[config.mk]
export PLATFORM = sky130hd
export DESIGN_NAME = bofs_top
export DESIGN_NICKNAME = d
export VERILOG_FILES = /design/src/logic/bofs_pkg.sv /design/src/logic/bofs_filt_if.sv /design/src/logic/bofs_deglitch.sv /design/src/logic/bofs_top.sv
export VERILOG_INCLUDE_DIRS = /design/src /design/src/logic
export SDC_FILE = /design/constraint.sdc
export NUM_CORES = 1
export LEC_CHECK = 0
export BUFFER_PORTS_ARGS = -buffer_cell sky130_fd_sc_hd__buf_4
export CAP_MARGIN = 25
export CORE_ASPECT_RATIO = 2
export CORE_MARGIN = 4
export CORE_UTILIZATION = 50
export DETAILED_ROUTE_END_ITERATION = 16
export MAX_ROUTING_LAYER = met4
export PLACE_DENSITY_LB_ADDON = 0.3
export SYNTH_ARGS = -nofsm -noshare
export SYNTH_HDL_FRONTEND = slang
export SYNTH_SLANG_ARGS = --single-unit
[constraint.sdc]
create_clock -name clk -period 4.9 [get_ports clk]
set_clock_uncertainty 0.15 [all_clocks]
set_input_delay 0 -clock clk [delete_from_list [all_inputs] [get_ports clk]]
set_output_delay 0 -clock clk [all_outputs]
set_load 0.005 [all_outputs]
[src/logic/bofs_params.svh]
// Timing and counter-width constants for the output fault supervisor
`ifndef BOFS_PARAMS_SVH
`define BOFS_PARAMS_SVH
`define BOFS_CLK_MHZ 125
`define BOFS_OV_FILT_NS 2000
`define BOFS_UV_FILT_NS 2000
`define BOFS_OC_FILT_NS 10000
`define BOFS_OV_CYC ((`BOFS_OV_FILT_NS * `BOFS_CLK_MHZ + 999) / 1000)
`define BOFS_UV_CYC ((`BOFS_UV_FILT_NS * `BOFS_CLK_MHZ + 999) / 1000)
`define BOFS_OC_CYC ((`BOFS_OC_FILT_NS * `BOFS_CLK_MHZ + 999) / 1000)
`define BOFS_CNT_W 11
`endif

[src/logic/bofs_pkg.sv]
// Types for the output fault supervisor
package bofs_pkg;
    typedef enum logic [1:0] {
        BOFS_PD_NONE = 2'h0,
        BOFS_PD_95 = 2'h1,
        BOFS_PD_60 = 2'h2,
        BOFS_PD_30 = 2'h3
    } bofs_pd_t;
    typedef enum logic [1:0] {
        BOFS_ST_RUN = 2'h0,
        BOFS_ST_OV = 2'h1,
        BOFS_ST_UV = 2'h2,
        BOFS_ST_OC = 2'h3
    } bofs_state_t;
endpackage

[src/logic/bofs_filt_if.sv]
// Deglitch filter connection: raw condition in, qualified level out
`timescale 1ns/1ps
`default_nettype none
interface bofs_filt_if;
    logic raw;
    logic qual;
    modport filt (input raw, output qual);
    modport user (output raw, input qual);
endinterface
`default_nettype wire

[src/logic/bofs_deglitch.sv]
// Continuous-time qualifier for one comparator indication
`timescale 1ns/1ps
`default_nettype none
module bofs_deglitch import bofs_pkg::*; #(
    parameter int CYCLES = 250,
    parameter int W = 11
) (
    // Clock and reset
    input wire logic clk,
    input wire logic rst_n,
    // Condition
    bofs_filt_if.filt f
);
    typedef struct packed {
        logic [W-1:0] cnt;
        logic qual;
    } bofs_dg_t;
    localparam logic [W-1:0] LAST = W'(CYCLES);
    bofs_dg_t s_reg, s_next;
    always_comb begin
        s_next = s_reg;
        if (!f.raw) begin
            // Any break restarts the count
            s_next.cnt = '0;
            s_next.qual = 1'b0;
        end else if (s_reg.cnt != LAST) begin
            s_next.cnt = s_reg.cnt + W'(1);
        end else begin
            // Strictly longer than the filter time
            s_next.qual = 1'b1;
        end
    end
    always_ff @(posedge clk) begin
        if (!rst_n) begin
            s_reg <= '0;
        end else begin
            s_reg <= s_next;
        end
    end
    assign f.qual = s_reg.qual;
    property p_restart;
        @(posedge clk) disable iff (!rst_n) !f.raw |=> !f.qual && s_reg.cnt == '0;
    endproperty
    a_restart: assert property (p_restart) else $error("filter did not restart");
endmodule
`default_nettype wire

[src/logic/bofs_top.sv]
// Output fault supervisor: deglitch, latch, pull-down code, discharge drive
//
// What this block does
// - Overvoltage fault only after rising-OV indication holds beyond 2 us.
// - Overvoltage fault latches converter off, pull-down code 60 ohm.
// - Overvoltage latch held until enable low or supply reset.
// - During OV latch, low-side on when rising-OV holds beyond 2 us.
// - During OV latch, low-side off when below falling-OV beyond 2 us.
// - Undervoltage fault only after UV indication holds beyond 2 us.
// - Undervoltage fault latches converter off, pull-down code 95 ohm.
// - Undervoltage latch held until enable low or supply reset.
// - Soft-start also shows the 95 ohm pull-down code.
// - Overcurrent beyond 10 us latches off with 30 ohm code.
`timescale 1ns/1ps
`default_nettype none
`include "bofs_params.svh"
module bofs_top import bofs_pkg::*; #(
    parameter int OV_CYC = `BOFS_OV_CYC,
    parameter int UV_CYC = `BOFS_UV_CYC,
    parameter int OC_CYC = `BOFS_OC_CYC,
    parameter int CNT_W = `BOFS_CNT_W
) (
    // Clock and reset
    input wire logic clk,
    input wire logic rst_n,
    // Comparators, high while condition true
    input wire logic fb_above_ov_rise,
    input wire logic fb_below_ov_fall,
    input wire logic fb_below_uv,
    input wire logic current_limit_sense,
    // Supply and enable, high while below falling thresholds; soft-start flag
    input wire logic enable_low,
    input wire logic supply_por,
    input wire logic soft_start,
    // Drivers and pad
    output logic converter_off,
    output logic low_side_drive,
    output logic overvoltage_fault,
    output logic undervoltage_fault,
    output logic overcurrent_fault,
    output bofs_pd_t output_ok_flag
);
    typedef struct packed {
        bofs_state_t st;
        logic ls;
        bofs_pd_t pd;
    } bofs_s_t;
    bofs_s_t s_reg, s_next;
    bofs_filt_if ovr_if();
    bofs_filt_if ovf_if();
    bofs_filt_if uv_if();
    bofs_filt_if oc_if();
    logic clr;
    assign clr = enable_low | supply_por;
    // Filters are parked while cleared so a fresh enable starts clean
    assign ovr_if.raw = fb_above_ov_rise & !clr;
    assign ovf_if.raw = fb_below_ov_fall & !clr;
    assign uv_if.raw = fb_below_uv & !clr;
    assign oc_if.raw = current_limit_sense & !clr;
    bofs_deglitch #(.CYCLES(OV_CYC), .W(CNT_W)) u_ovr (.clk(clk), .rst_n(rst_n), .f(ovr_if));
    bofs_deglitch #(.CYCLES(OV_CYC), .W(CNT_W)) u_ovf (.clk(clk), .rst_n(rst_n), .f(ovf_if));
    bofs_deglitch #(.CYCLES(UV_CYC), .W(CNT_W)) u_uv (.clk(clk), .rst_n(rst_n), .f(uv_if));
    bofs_deglitch #(.CYCLES(OC_CYC), .W(CNT_W)) u_oc (.clk(clk), .rst_n(rst_n), .f(oc_if));
    always_comb begin
        s_next = s_reg;
        if (clr) begin
            s_next.st = BOFS_ST_RUN;
            s_next.ls = 1'b0;
            s_next.pd = BOFS_PD_NONE;
        end else begin
            case (s_reg.st)
                BOFS_ST_RUN: begin
                    // OV first: discharging matters most for the load
                    if (ovr_if.qual) begin
                        s_next.st = BOFS_ST_OV;
                        s_next.pd = BOFS_PD_60;
                        s_next.ls = 1'b1;
                    end else if (oc_if.qual) begin
                        s_next.st = BOFS_ST_OC;
                        s_next.pd = BOFS_PD_30;
                    end else if (uv_if.qual) begin
                        s_next.st = BOFS_ST_UV;
                        s_next.pd = BOFS_PD_95;
                    end else begin
                        s_next.pd = soft_start ? BOFS_PD_95 : BOFS_PD_NONE;
                    end
                end
                BOFS_ST_OV: begin
                    if (ovr_if.qual) begin
                        s_next.ls = 1'b1;
                    end else if (ovf_if.qual) begin
                        s_next.ls = 1'b0;
                    end
                end
                default: begin
                    // Code frozen; later detections have no effect
                    s_next.ls = 1'b0;
                end
            endcase
        end
    end
    always_ff @(posedge clk) begin
        if (!rst_n) begin
            s_reg <= '0;
        end else begin
            s_reg <= s_next;
        end
    end
    assign converter_off = s_reg.st != BOFS_ST_RUN;
    assign low_side_drive = s_reg.ls;
    assign overvoltage_fault = s_reg.st == BOFS_ST_OV;
    assign undervoltage_fault = s_reg.st == BOFS_ST_UV;
    assign overcurrent_fault = s_reg.st == BOFS_ST_OC;
    assign output_ok_flag = s_reg.pd;

    property p_ov_latch;
        @(posedge clk) disable iff (!rst_n)
        s_reg.st == BOFS_ST_RUN && !clr && ovr_if.qual |=>
        overvoltage_fault && output_ok_flag == BOFS_PD_60 && low_side_drive;
    endproperty
    a_ov_latch: assert property (p_ov_latch) else $error("OV not latched");
    property p_ov_filter;
        @(posedge clk) disable iff (!rst_n)
        $rose(overvoltage_fault) |-> $past(fb_above_ov_rise, 3) && $past(fb_above_ov_rise, 2);
    endproperty
    a_ov_filter: assert property (p_ov_filter) else $error("OV without cause");
    property p_uv_latch;
        @(posedge clk) disable iff (!rst_n)
        $rose(undervoltage_fault) |-> output_ok_flag == BOFS_PD_95 && converter_off;
    endproperty
    a_uv_latch: assert property (p_uv_latch) else $error("UV code wrong");
    property p_uv_filter;
        @(posedge clk) disable iff (!rst_n)
        $rose(undervoltage_fault) |-> $past(fb_below_uv, 2);
    endproperty
    a_uv_filter: assert property (p_uv_filter) else $error("UV without cause");
    property p_hold;
        @(posedge clk) disable iff (!rst_n)
        converter_off && !clr |=> converter_off && $stable(output_ok_flag);
    endproperty
    a_hold: assert property (p_hold) else $error("fault not held");
    property p_clear;
        @(posedge clk) disable iff (!rst_n)
        clr |=> !converter_off && !low_side_drive;
    endproperty
    a_clear: assert property (p_clear) else $error("latch not cleared");
    property p_ls_off;
        @(posedge clk) disable iff (!rst_n)
        overvoltage_fault && !clr && ovf_if.qual && !ovr_if.qual |=> !low_side_drive;
    endproperty
    a_ls_off: assert property (p_ls_off) else $error("low side stuck on");
    property p_ls_on;
        @(posedge clk) disable iff (!rst_n)
        overvoltage_fault && !clr && ovr_if.qual |=> low_side_drive;
    endproperty
    a_ls_on: assert property (p_ls_on) else $error("low side not on");
    property p_ss;
        @(posedge clk) disable iff (!rst_n)
        !converter_off && !clr && soft_start && !ovr_if.qual && !oc_if.qual && !uv_if.qual
        |=> output_ok_flag == BOFS_PD_95;
    endproperty
    a_ss: assert property (p_ss) else $error("soft-start code wrong");
    property p_oc;
        @(posedge clk) disable iff (!rst_n)
        $rose(overcurrent_fault) |-> output_ok_flag == BOFS_PD_30 && $past(current_limit_sense, 8);
    endproperty
    a_oc: assert property (p_oc) else $error("OC code wrong");

    // Same-edge qualification resolves OV first, then OC, then UV
    property p_oc_latch;
        @(posedge clk) disable iff (!rst_n)
        s_reg.st == BOFS_ST_RUN && !clr && !ovr_if.qual && oc_if.qual |=>
        overcurrent_fault && output_ok_flag == BOFS_PD_30;
    endproperty
    a_oc_latch: assert property (p_oc_latch) else $error("OC not latched");

    property p_uv_order;
        @(posedge clk) disable iff (!rst_n)
        s_reg.st == BOFS_ST_RUN && !clr && !ovr_if.qual && !oc_if.qual && uv_if.qual |=>
        undervoltage_fault && output_ok_flag == BOFS_PD_95;
    endproperty
    a_uv_order: assert property (p_uv_order) else $error("UV not latched");

    property p_no_cause;
        @(posedge clk) disable iff (!rst_n)
        s_reg.st == BOFS_ST_RUN && !ovr_if.qual && !oc_if.qual && !uv_if.qual |=>
        !converter_off;
    endproperty
    a_no_cause: assert property (p_no_cause) else $error("fault without filter");

    // Latched state never moves except through a clear
    property p_keep_state;
        @(posedge clk) disable iff (!rst_n)
        converter_off && !clr |=> $stable(s_reg.st);
    endproperty
    a_keep_state: assert property (p_keep_state) else $error("first fault replaced");

    property p_clear_code;
        @(posedge clk) disable iff (!rst_n)
        clr |=> output_ok_flag == BOFS_PD_NONE && !overvoltage_fault &&
        !undervoltage_fault && !overcurrent_fault;
    endproperty
    a_clear_code: assert property (p_clear_code) else $error("code not cleared");

    property p_ss_off;
        @(posedge clk) disable iff (!rst_n)
        !converter_off && !clr && !soft_start && !ovr_if.qual && !oc_if.qual && !uv_if.qual
        |=> output_ok_flag == BOFS_PD_NONE;
    endproperty
    a_ss_off: assert property (p_ss_off) else $error("idle code wrong");

    // Discharge only moves on a qualified crossing, never on a glitch
    property p_ls_hold;
        @(posedge clk) disable iff (!rst_n)
        overvoltage_fault && !clr && !ovr_if.qual && !ovf_if.qual |=> $stable(low_side_drive);
    endproperty
    a_ls_hold: assert property (p_ls_hold) else $error("low side moved unqualified");

    // UV and OC latch with the low side parked off
    property p_ls_only_ov;
        @(posedge clk) disable iff (!rst_n)
        low_side_drive |-> overvoltage_fault;
    endproperty
    a_ls_only_ov: assert property (p_ls_only_ov) else $error("low side outside OV");

    c_ov: cover property (@(posedge clk) disable iff (!rst_n) $rose(overvoltage_fault));
    c_ls_cycle: cover property (@(posedge clk) disable iff (!rst_n)
        overvoltage_fault && $fell(low_side_drive));
    c_uv: cover property (@(posedge clk) disable iff (!rst_n) $rose(undervoltage_fault));
    c_oc: cover property (@(posedge clk) disable iff (!rst_n) $rose(overcurrent_fault));
    c_ss: cover property (@(posedge clk) disable iff (!rst_n)
        soft_start && output_ok_flag == BOFS_PD_95);
endmodule
`default_nettype wire

==> flow_summary_export.csv, run 1 <==
group,metric,value,unit
status,status,"finished clean",
clock_tree,cts_made_buffers,5,
die,core,4550,sq um
clock_tree,cts-root-buf,"clkbuf_8",
global_routing,grt_use_total,16.7,%
critical_path,critPathSlowestCell,"or4b_4",
synth,ys_seq_area_share,45.3,%
clock_tree,cts_resized,0,
synth,ys_warn_count,0,
critical_path,crit_required,4940,ps
route,route.detailed.drc,0,
global_routing,grt_pass1_vias,1857,
timing,max_freq,541,MHz
route,routed_wl,4270,microns
place,place_congestion,0.841,
global_routing,globalRouteOverflowTotal,0,
die,num_rows,35,
clock_tree,htree_levels,2,
route,first_iter_violations,30,
critical_path,critPathMaxStageDelay,550,ps
layout,area_growth,11.9,%
timing,finalCritPeriodShare,37.7,%
place,numPortBuffers,15,
timing,relSlewSlack,69.7,%
power,max-vdd-ir-drop,0.000220,V
clock_tree,cts_buffer_depth,2,
place,post-place-ws,3070,ps
layout,final_common_cell,"dfxtp_1",
place,dp_hpwl,3100,microns
critical_path,critPathMaxFanout,7,
route,post_drt_wl_per_cell,12.5,microns
clock_tree,clock-sinks,53,
timing,max_slew.worst_pin.slew,450,ps
die,die_y,105,microns
clock_tree,clk_pin_slew_worst_paths,90,ps
timing,setup_slack,3050,ps
layout,diodes,0,
layout,finalNetCount,304,
route,firstDrtPassIters,4,
synth,synth_edf_count,0,
die,initial_core_util,51.5,%
timing,final-hold-violation-count,0,
timing,slew_violations,0,
synth,synth-seq-cells,53,
die,die_x,56.4,microns
critical_path,path_class,"flip-flop to flip-flop",
power,powerDensity,265,nW/um^2
synth,syn_avg_cell_area,8.74,sq um
critical_path,cp-start-kind,"flip-flop",
power,cellLeakagePower,0.000882,uW
timing,rsz0062_at_grt,"no",
layout,drive_gt1_share,9.38,%
timing,setup-violations-final,0,
clock_tree,cts_tree,"built",
route,viasPerCell,5.43,
place,dp.cells,330,
route,vias,1864,
critical_path,worst_ep_arrival_time,1890,ps
synth,synth_fp_nets,285,
flow_run,cap_violations,0,
global_routing,grt_pass1_wl,7690,microns
power,power,696,uW
critical_path,crit_chain,"or4b_4 > or3_1 > xnor2_1 > nor2_1",
timing,final.min_clock_period,1850,ps
hold_path,hold_class,"primary input to flip-flop",
layout,final_cell_mix,"dfxtp_1 (53), nor2_1 (52), nand2_1 (19), xor2_1 (17), xnor2_1 (16)",
synth,syn_area,2340,sq um
die,ios,16,
die,die_area,5910,sq um
route,ant_nets,0,
clock_tree,clkLatencyLatePin,310,ps
layout,finalNonFillerCells,343,
synth,synth-main-ff-cell,"dfxtp_1",
synth,async_flop_share,0,%
synth,synth.distinct_cells,36,
timing,tns,0,ps
global_routing,grt_max_degree,17,
synth,synthCells,268,
critical_path,end_kind,"flip-flop",
global_routing,antenna_found_initial,0,
through the flow:
step                      hold WS (ps)  utilization, %  area [sq um]
after floorplan                   9.80               -          2340
after global placement             178            54.6          2480
after detailed placement           166            54.6          2480
after CTS                         36.6            57.6          2620
after global routing              82.3            57.6          2620
final                             44.4            57.6          2620
critical path, delay by kind of cell, from the launching register on:
kind | cells | cell delay [ps]
simple gates | 3 | 1040
flops | 1 | 360
xor+xnor | 1 | 180
cells by family (layout without fill, tap and decap cells):
kind of cell / after synthesis / after routing / synth area share (%)
adder cells (fa/ha/maj): 8 / 8 / 4.27
AND/OR/NAND/NOR: 128 / 128 / 27.1
flip-flops: 53 / 53 / 45.3
XOR/XNOR: 33 / 33 / 12.3
AO/OA/AOI/OAI: 28 / 28 / 7.69
buffers and inverters: 18 / 38 / 3.31
cells in the mapped netlist, types with 2 or more instances:
master | n | share of area, %
nor2b_1 | 3 | 0.80
o21ai_0 | 4 | 0.85
and3_1 | 3 | 0.80
and4_1 | 4 | 1.5
and2_1 | 2 | 0.53
buf_4 | 2 | 0.64
dfxtp_1 | 53 | 45
nand2_1 | 19 | 3.0
xor2_1 | 17 | 6.4
clkbuf_1 | 4 | 0.64
a211oi_2 | 2 | 1.1
nor2_1 | 52 | 8.3
xnor2_1 | 16 | 6.0
buf_2 | 2 | 0.43
a211oi_1 | 3 | 0.96
nand4_1 | 9 | 2.4
nand2b_1 | 3 | 0.80
or3_1 | 3 | 0.80
nor4_1 | 2 | 0.53
inv_1 | 10 | 1.6
ha_1 | 8 | 4.3
nand3_1 | 14 | 3.0
or4_1 | 2 | 0.64
nand3b_1 | 2 | 0.64
a21oi_1 | 14 | 3.0
nor3_1 | 5 | 1.1
final cells by class:
class	instances	area, sq um
Fill cell	452	1930
Multi-Input combinational cell	197	1200
Sequential cell	53	1060
Timing Repair Buffer	20	163
Clock buffer	6	72.6
Tap cell	55	68.8
Inverter	10	37.5
Clock inverter	2	15.0
final timing paths:
path                     from             end  slack [ps]  cells past startpoint
min          fb_above_ov_rise  u_ovr.s_reg[8]          40                      3
max reg2reg    u_ovr.s_reg[3]  u_ovr.s_reg[1]        3050                      4
max            u_ovr.s_reg[3]  u_ovr.s_reg[1]        3050                      4
min reg2reg      u_ovf.f.qual    u_ovf.f.qual         310                      2
where the power goes:
| group | total, uW | internal (uW) | switching [uW] |
|---|---|---|---|
| sequential | 433 | 432 | 1.47 |
| clock | 246 | 101 | 146 |
| combinational | 16.5 | 8.98 | 7.50 |
| total | 696 | 541 | 154 |
metal layers:
metal  up-vias  GRT usage (%)  part of all wire (%)
li1        943              -                     -
met1       876           17.0                    41
met2        34           28.5                    52
met3        11           3.46                   3.1
met4         0           10.5                   3.8
met5         -              -                     0
timing repair:
item,4_1_cts,5_1_grt
hold endpoints to repair,14,0
setup buffers,0,0
hold buffers,5,0
(Power assumes the default switching activity.)
==> run 2: changes to the inputs <==
- clock period: 4.9 -> 1.8 ns (I/O delays scaled with it)
==> run 2 against run 1 <==
Effect of this change: sequential share of layout area is 1.3 points lower; hold slack worse by 2.6 ps; non-clock buffer count is 10 higher; global-route usage is 0.16 points lower; clock-buffer cell count is 1 lower; via count is 0.11% higher; wire length is 0.54% higher; largest power group unchanged; worst setup slack worse by 3000 ps.
==> flow_summary_export.csv, run 2 (synthesized netlist as in run 1, its figures left out) <==
group,metric,value,unit
clock_tree,postCtsSetupBuffers,0,
route,firstDrtPassIters,4,
global_routing,grt_pass1_wl,7740,microns
critical_path,r2r_end,"u_ovr.s_reg[3]",
status,status,"finished clean",
clock_tree,clkLatencyLatePin,310,ps
layout,drive_gt1_share,14.4,%
critical_path,cp-start-kind,"flip-flop",
clock_tree,cts_buffer_depth,2,
die,die_x,56.4,microns
layout,final_cell_mix,"nor2_1 (52), dfxtp_1 (51), buf_4 (25), nand2_1 (19), xor2_1 (17)",
timing,max_freq,584,MHz
timing,final.min_clock_period,1710,ps
clock_tree,cts_made_buffers,5,
power,max-vdd-ir-drop,0.000562,V
route,routed_wl,4300,microns
power,switching_share,22.8,%
layout,nFillCells,436,
global_routing,grt_max_degree,19,
global_routing,grt_use_total,16.6,%
critical_path,reg2regPathDepth,4,
critical_path,end_kind,"flip-flop",
layout,final_common_cell,"nor2_1",
timing,max_slew.worst_pin.slew,409,ps
timing,tns,0,ps
power,p_seq_share,61.4,%
place,numPortBuffers,15,
timing,final-hold-violation-count,0,
die,ios,16,
critical_path,r2r-start,"u_ovr.s_reg[3]",
timing,finalCritPeriodShare,95.1,%
critical_path,crit_required,1840,ps
power,p_switching,438,uW
critical_path,worst_ep_arrival_time,1750,ps
route,route.detailed.drc,0,
place,dp.cells,340,
layout,finalNetCount,314,
timing,setup-violations-final,0,
die,die_area,5910,sq um
power,clock_power_share,36.3,%
timing,rsz0062_at_grt,"yes",
clock_tree,clock-sinks,53,
power,power,1920,uW
hold_path,min_from,"fb_above_ov_rise",
route,vias,1866,
route,viasPerCell,5.29,
die,num_rows,35,
global_routing,grt_pass1_vias,1840,
hold_path,holdPathEnd,"u_ovr.s_reg[2]",
timing,slew_violations,0,
clock_tree,clk_pin_slew_worst_paths,100,ps
power,cellLeakagePower,0.000946,uW
route,ant_nets,0,
route,first_iter_violations,26,
clock_tree,cts_tree,"built",
flow_run,cap_violations,0,
global_routing,globalRouteOverflowTotal,0,
critical_path,path_class,"flip-flop to flip-flop",
power,p_int,1480,uW
die,initial_core_util,51.5,%
power,comb_power_share,2.3,%
route,post_drt_wl_per_cell,12.2,microns
die,core,4550,sq um
hold_path,worstHoldPathCells,3,
power,powerDensity,706,nW/um^2
layout,finalNonFillerCells,353,
clock_tree,htree_levels,2,
layout,diodes,0,
place,dp_hpwl,3150,microns
timing,relSlewSlack,72.7,%
critical_path,critPathMaxFanout,5,
global_routing,antenna_found_initial,0,
place,place_congestion,0.819,
layout,area_growth,16.0,%
clock_tree,cts-root-buf,"clkbuf_8",
die,die_y,105,microns
hold_path,hold_class,"primary input to flip-flop",
critical_path,reg2reg_slack,90,ps
[run 2: cell types whose count changed in the layout (fill, tap and decap cells not counted)]
cell        before  now
and4_2           0    1
inv_6            0    1
clkinvlp_4       2    1
or3_1            3    1
clkinv_4         0    1
buf_4           15   25
and4_1           4    3
dfxtp_1         53   51
clkbuf_1         1    0
dfxtp_2          0    2
or3_4            0    2
[run 2: stage by stage]
stage / util (%) / area [sq um] / setup WS [ps] / hold slack [ps]
after CTS: 59.4 / 2700 / 18.7 / 44.1
final: 59.7 / 2720 / 87.4 / 41.8
after global routing: 59.7 / 2720 / -16.9 / 96.6
after detailed placement: 56.2 / 2560 / 44.4 / 180
after global placement: 56.2 / 2560 / 49.8 / 174
after floorplan: - / 2340 / 47.7 / 9.80
[run 2: routing by layer]
layer / up-vias / track usage, % / share of wire, %
li1: 973 / - / -
met4: 0 / 7.47 / 2.9
met3: 10 / 3.21 / 3.3
met1: 855 / 18.3 / 42
met5: - / - / 0
met2: 28 / 28.2 / 51
[run 2: how the worst max path moves through the flow]
stage / start / endpoint / slack, ps / depth (start not counted)
after global placement: u_ovr.s_reg[3] / u_ovr.s_reg[1] / 50 / 4
after global routing: u_ovf.s_reg[10] / u_ovf.s_reg[1] / -20 / 4
final: u_ovr.s_reg[3] / u_ovr.s_reg[3] / 90 / 4
after floorplan: u_ovr.s_reg[3] / u_ovr.s_reg[1] / 50 / 5
after detailed placement: u_ovr.s_reg[3] / u_ovr.s_reg[1] / 40 / 4
after CTS: u_ovr.s_reg[3] / u_ovr.s_reg[3] / 20 / 4
[run 2: repair_timing]
item                                    CTS  global route
endpoints found under the setup margin    0             7
gates resized for setup                   0             5
hold buffers                              5             0
endpoints found under the hold margin    16             0
[run 2: layout make-up]
cell class | count | area, sq um | share of cell area (%)
Clock buffer | 5 | 68.8 | 2.53
Timing Repair Buffer | 30 | 238 | 8.75
Clock inverter | 3 | 25.0 | 0.921
Multi-Input combinational cell | 197 | 1220 | 44.8
Sequential cell | 53 | 1060 | 39.1
Inverter | 10 | 37.5 | 1.38
Tap cell | 55 | 68.8 | 2.53
[run 2: power groups by stage]
stage | clock (uW) | combinational [uW] | sequential [uW]
2_1_floorplan | 0 | 18.3 | 1210
3_3_place_gp | 0 | 35.9 | 1210
3_5_place_dp | 0 | 36.4 | 1210
4_1_cts | 723 | 44.6 | 1180
5_1_grt | 759 | 50.1 | 1180
6_report | 696 | 44.4 | 1180
[run 2: worst max-delay path, stage by stage (launching register included)]
cell and delay, ps:
dfxtp_1 320, or4b_4 540, or3_4 380, a21oi_1 150, nor2_1 50
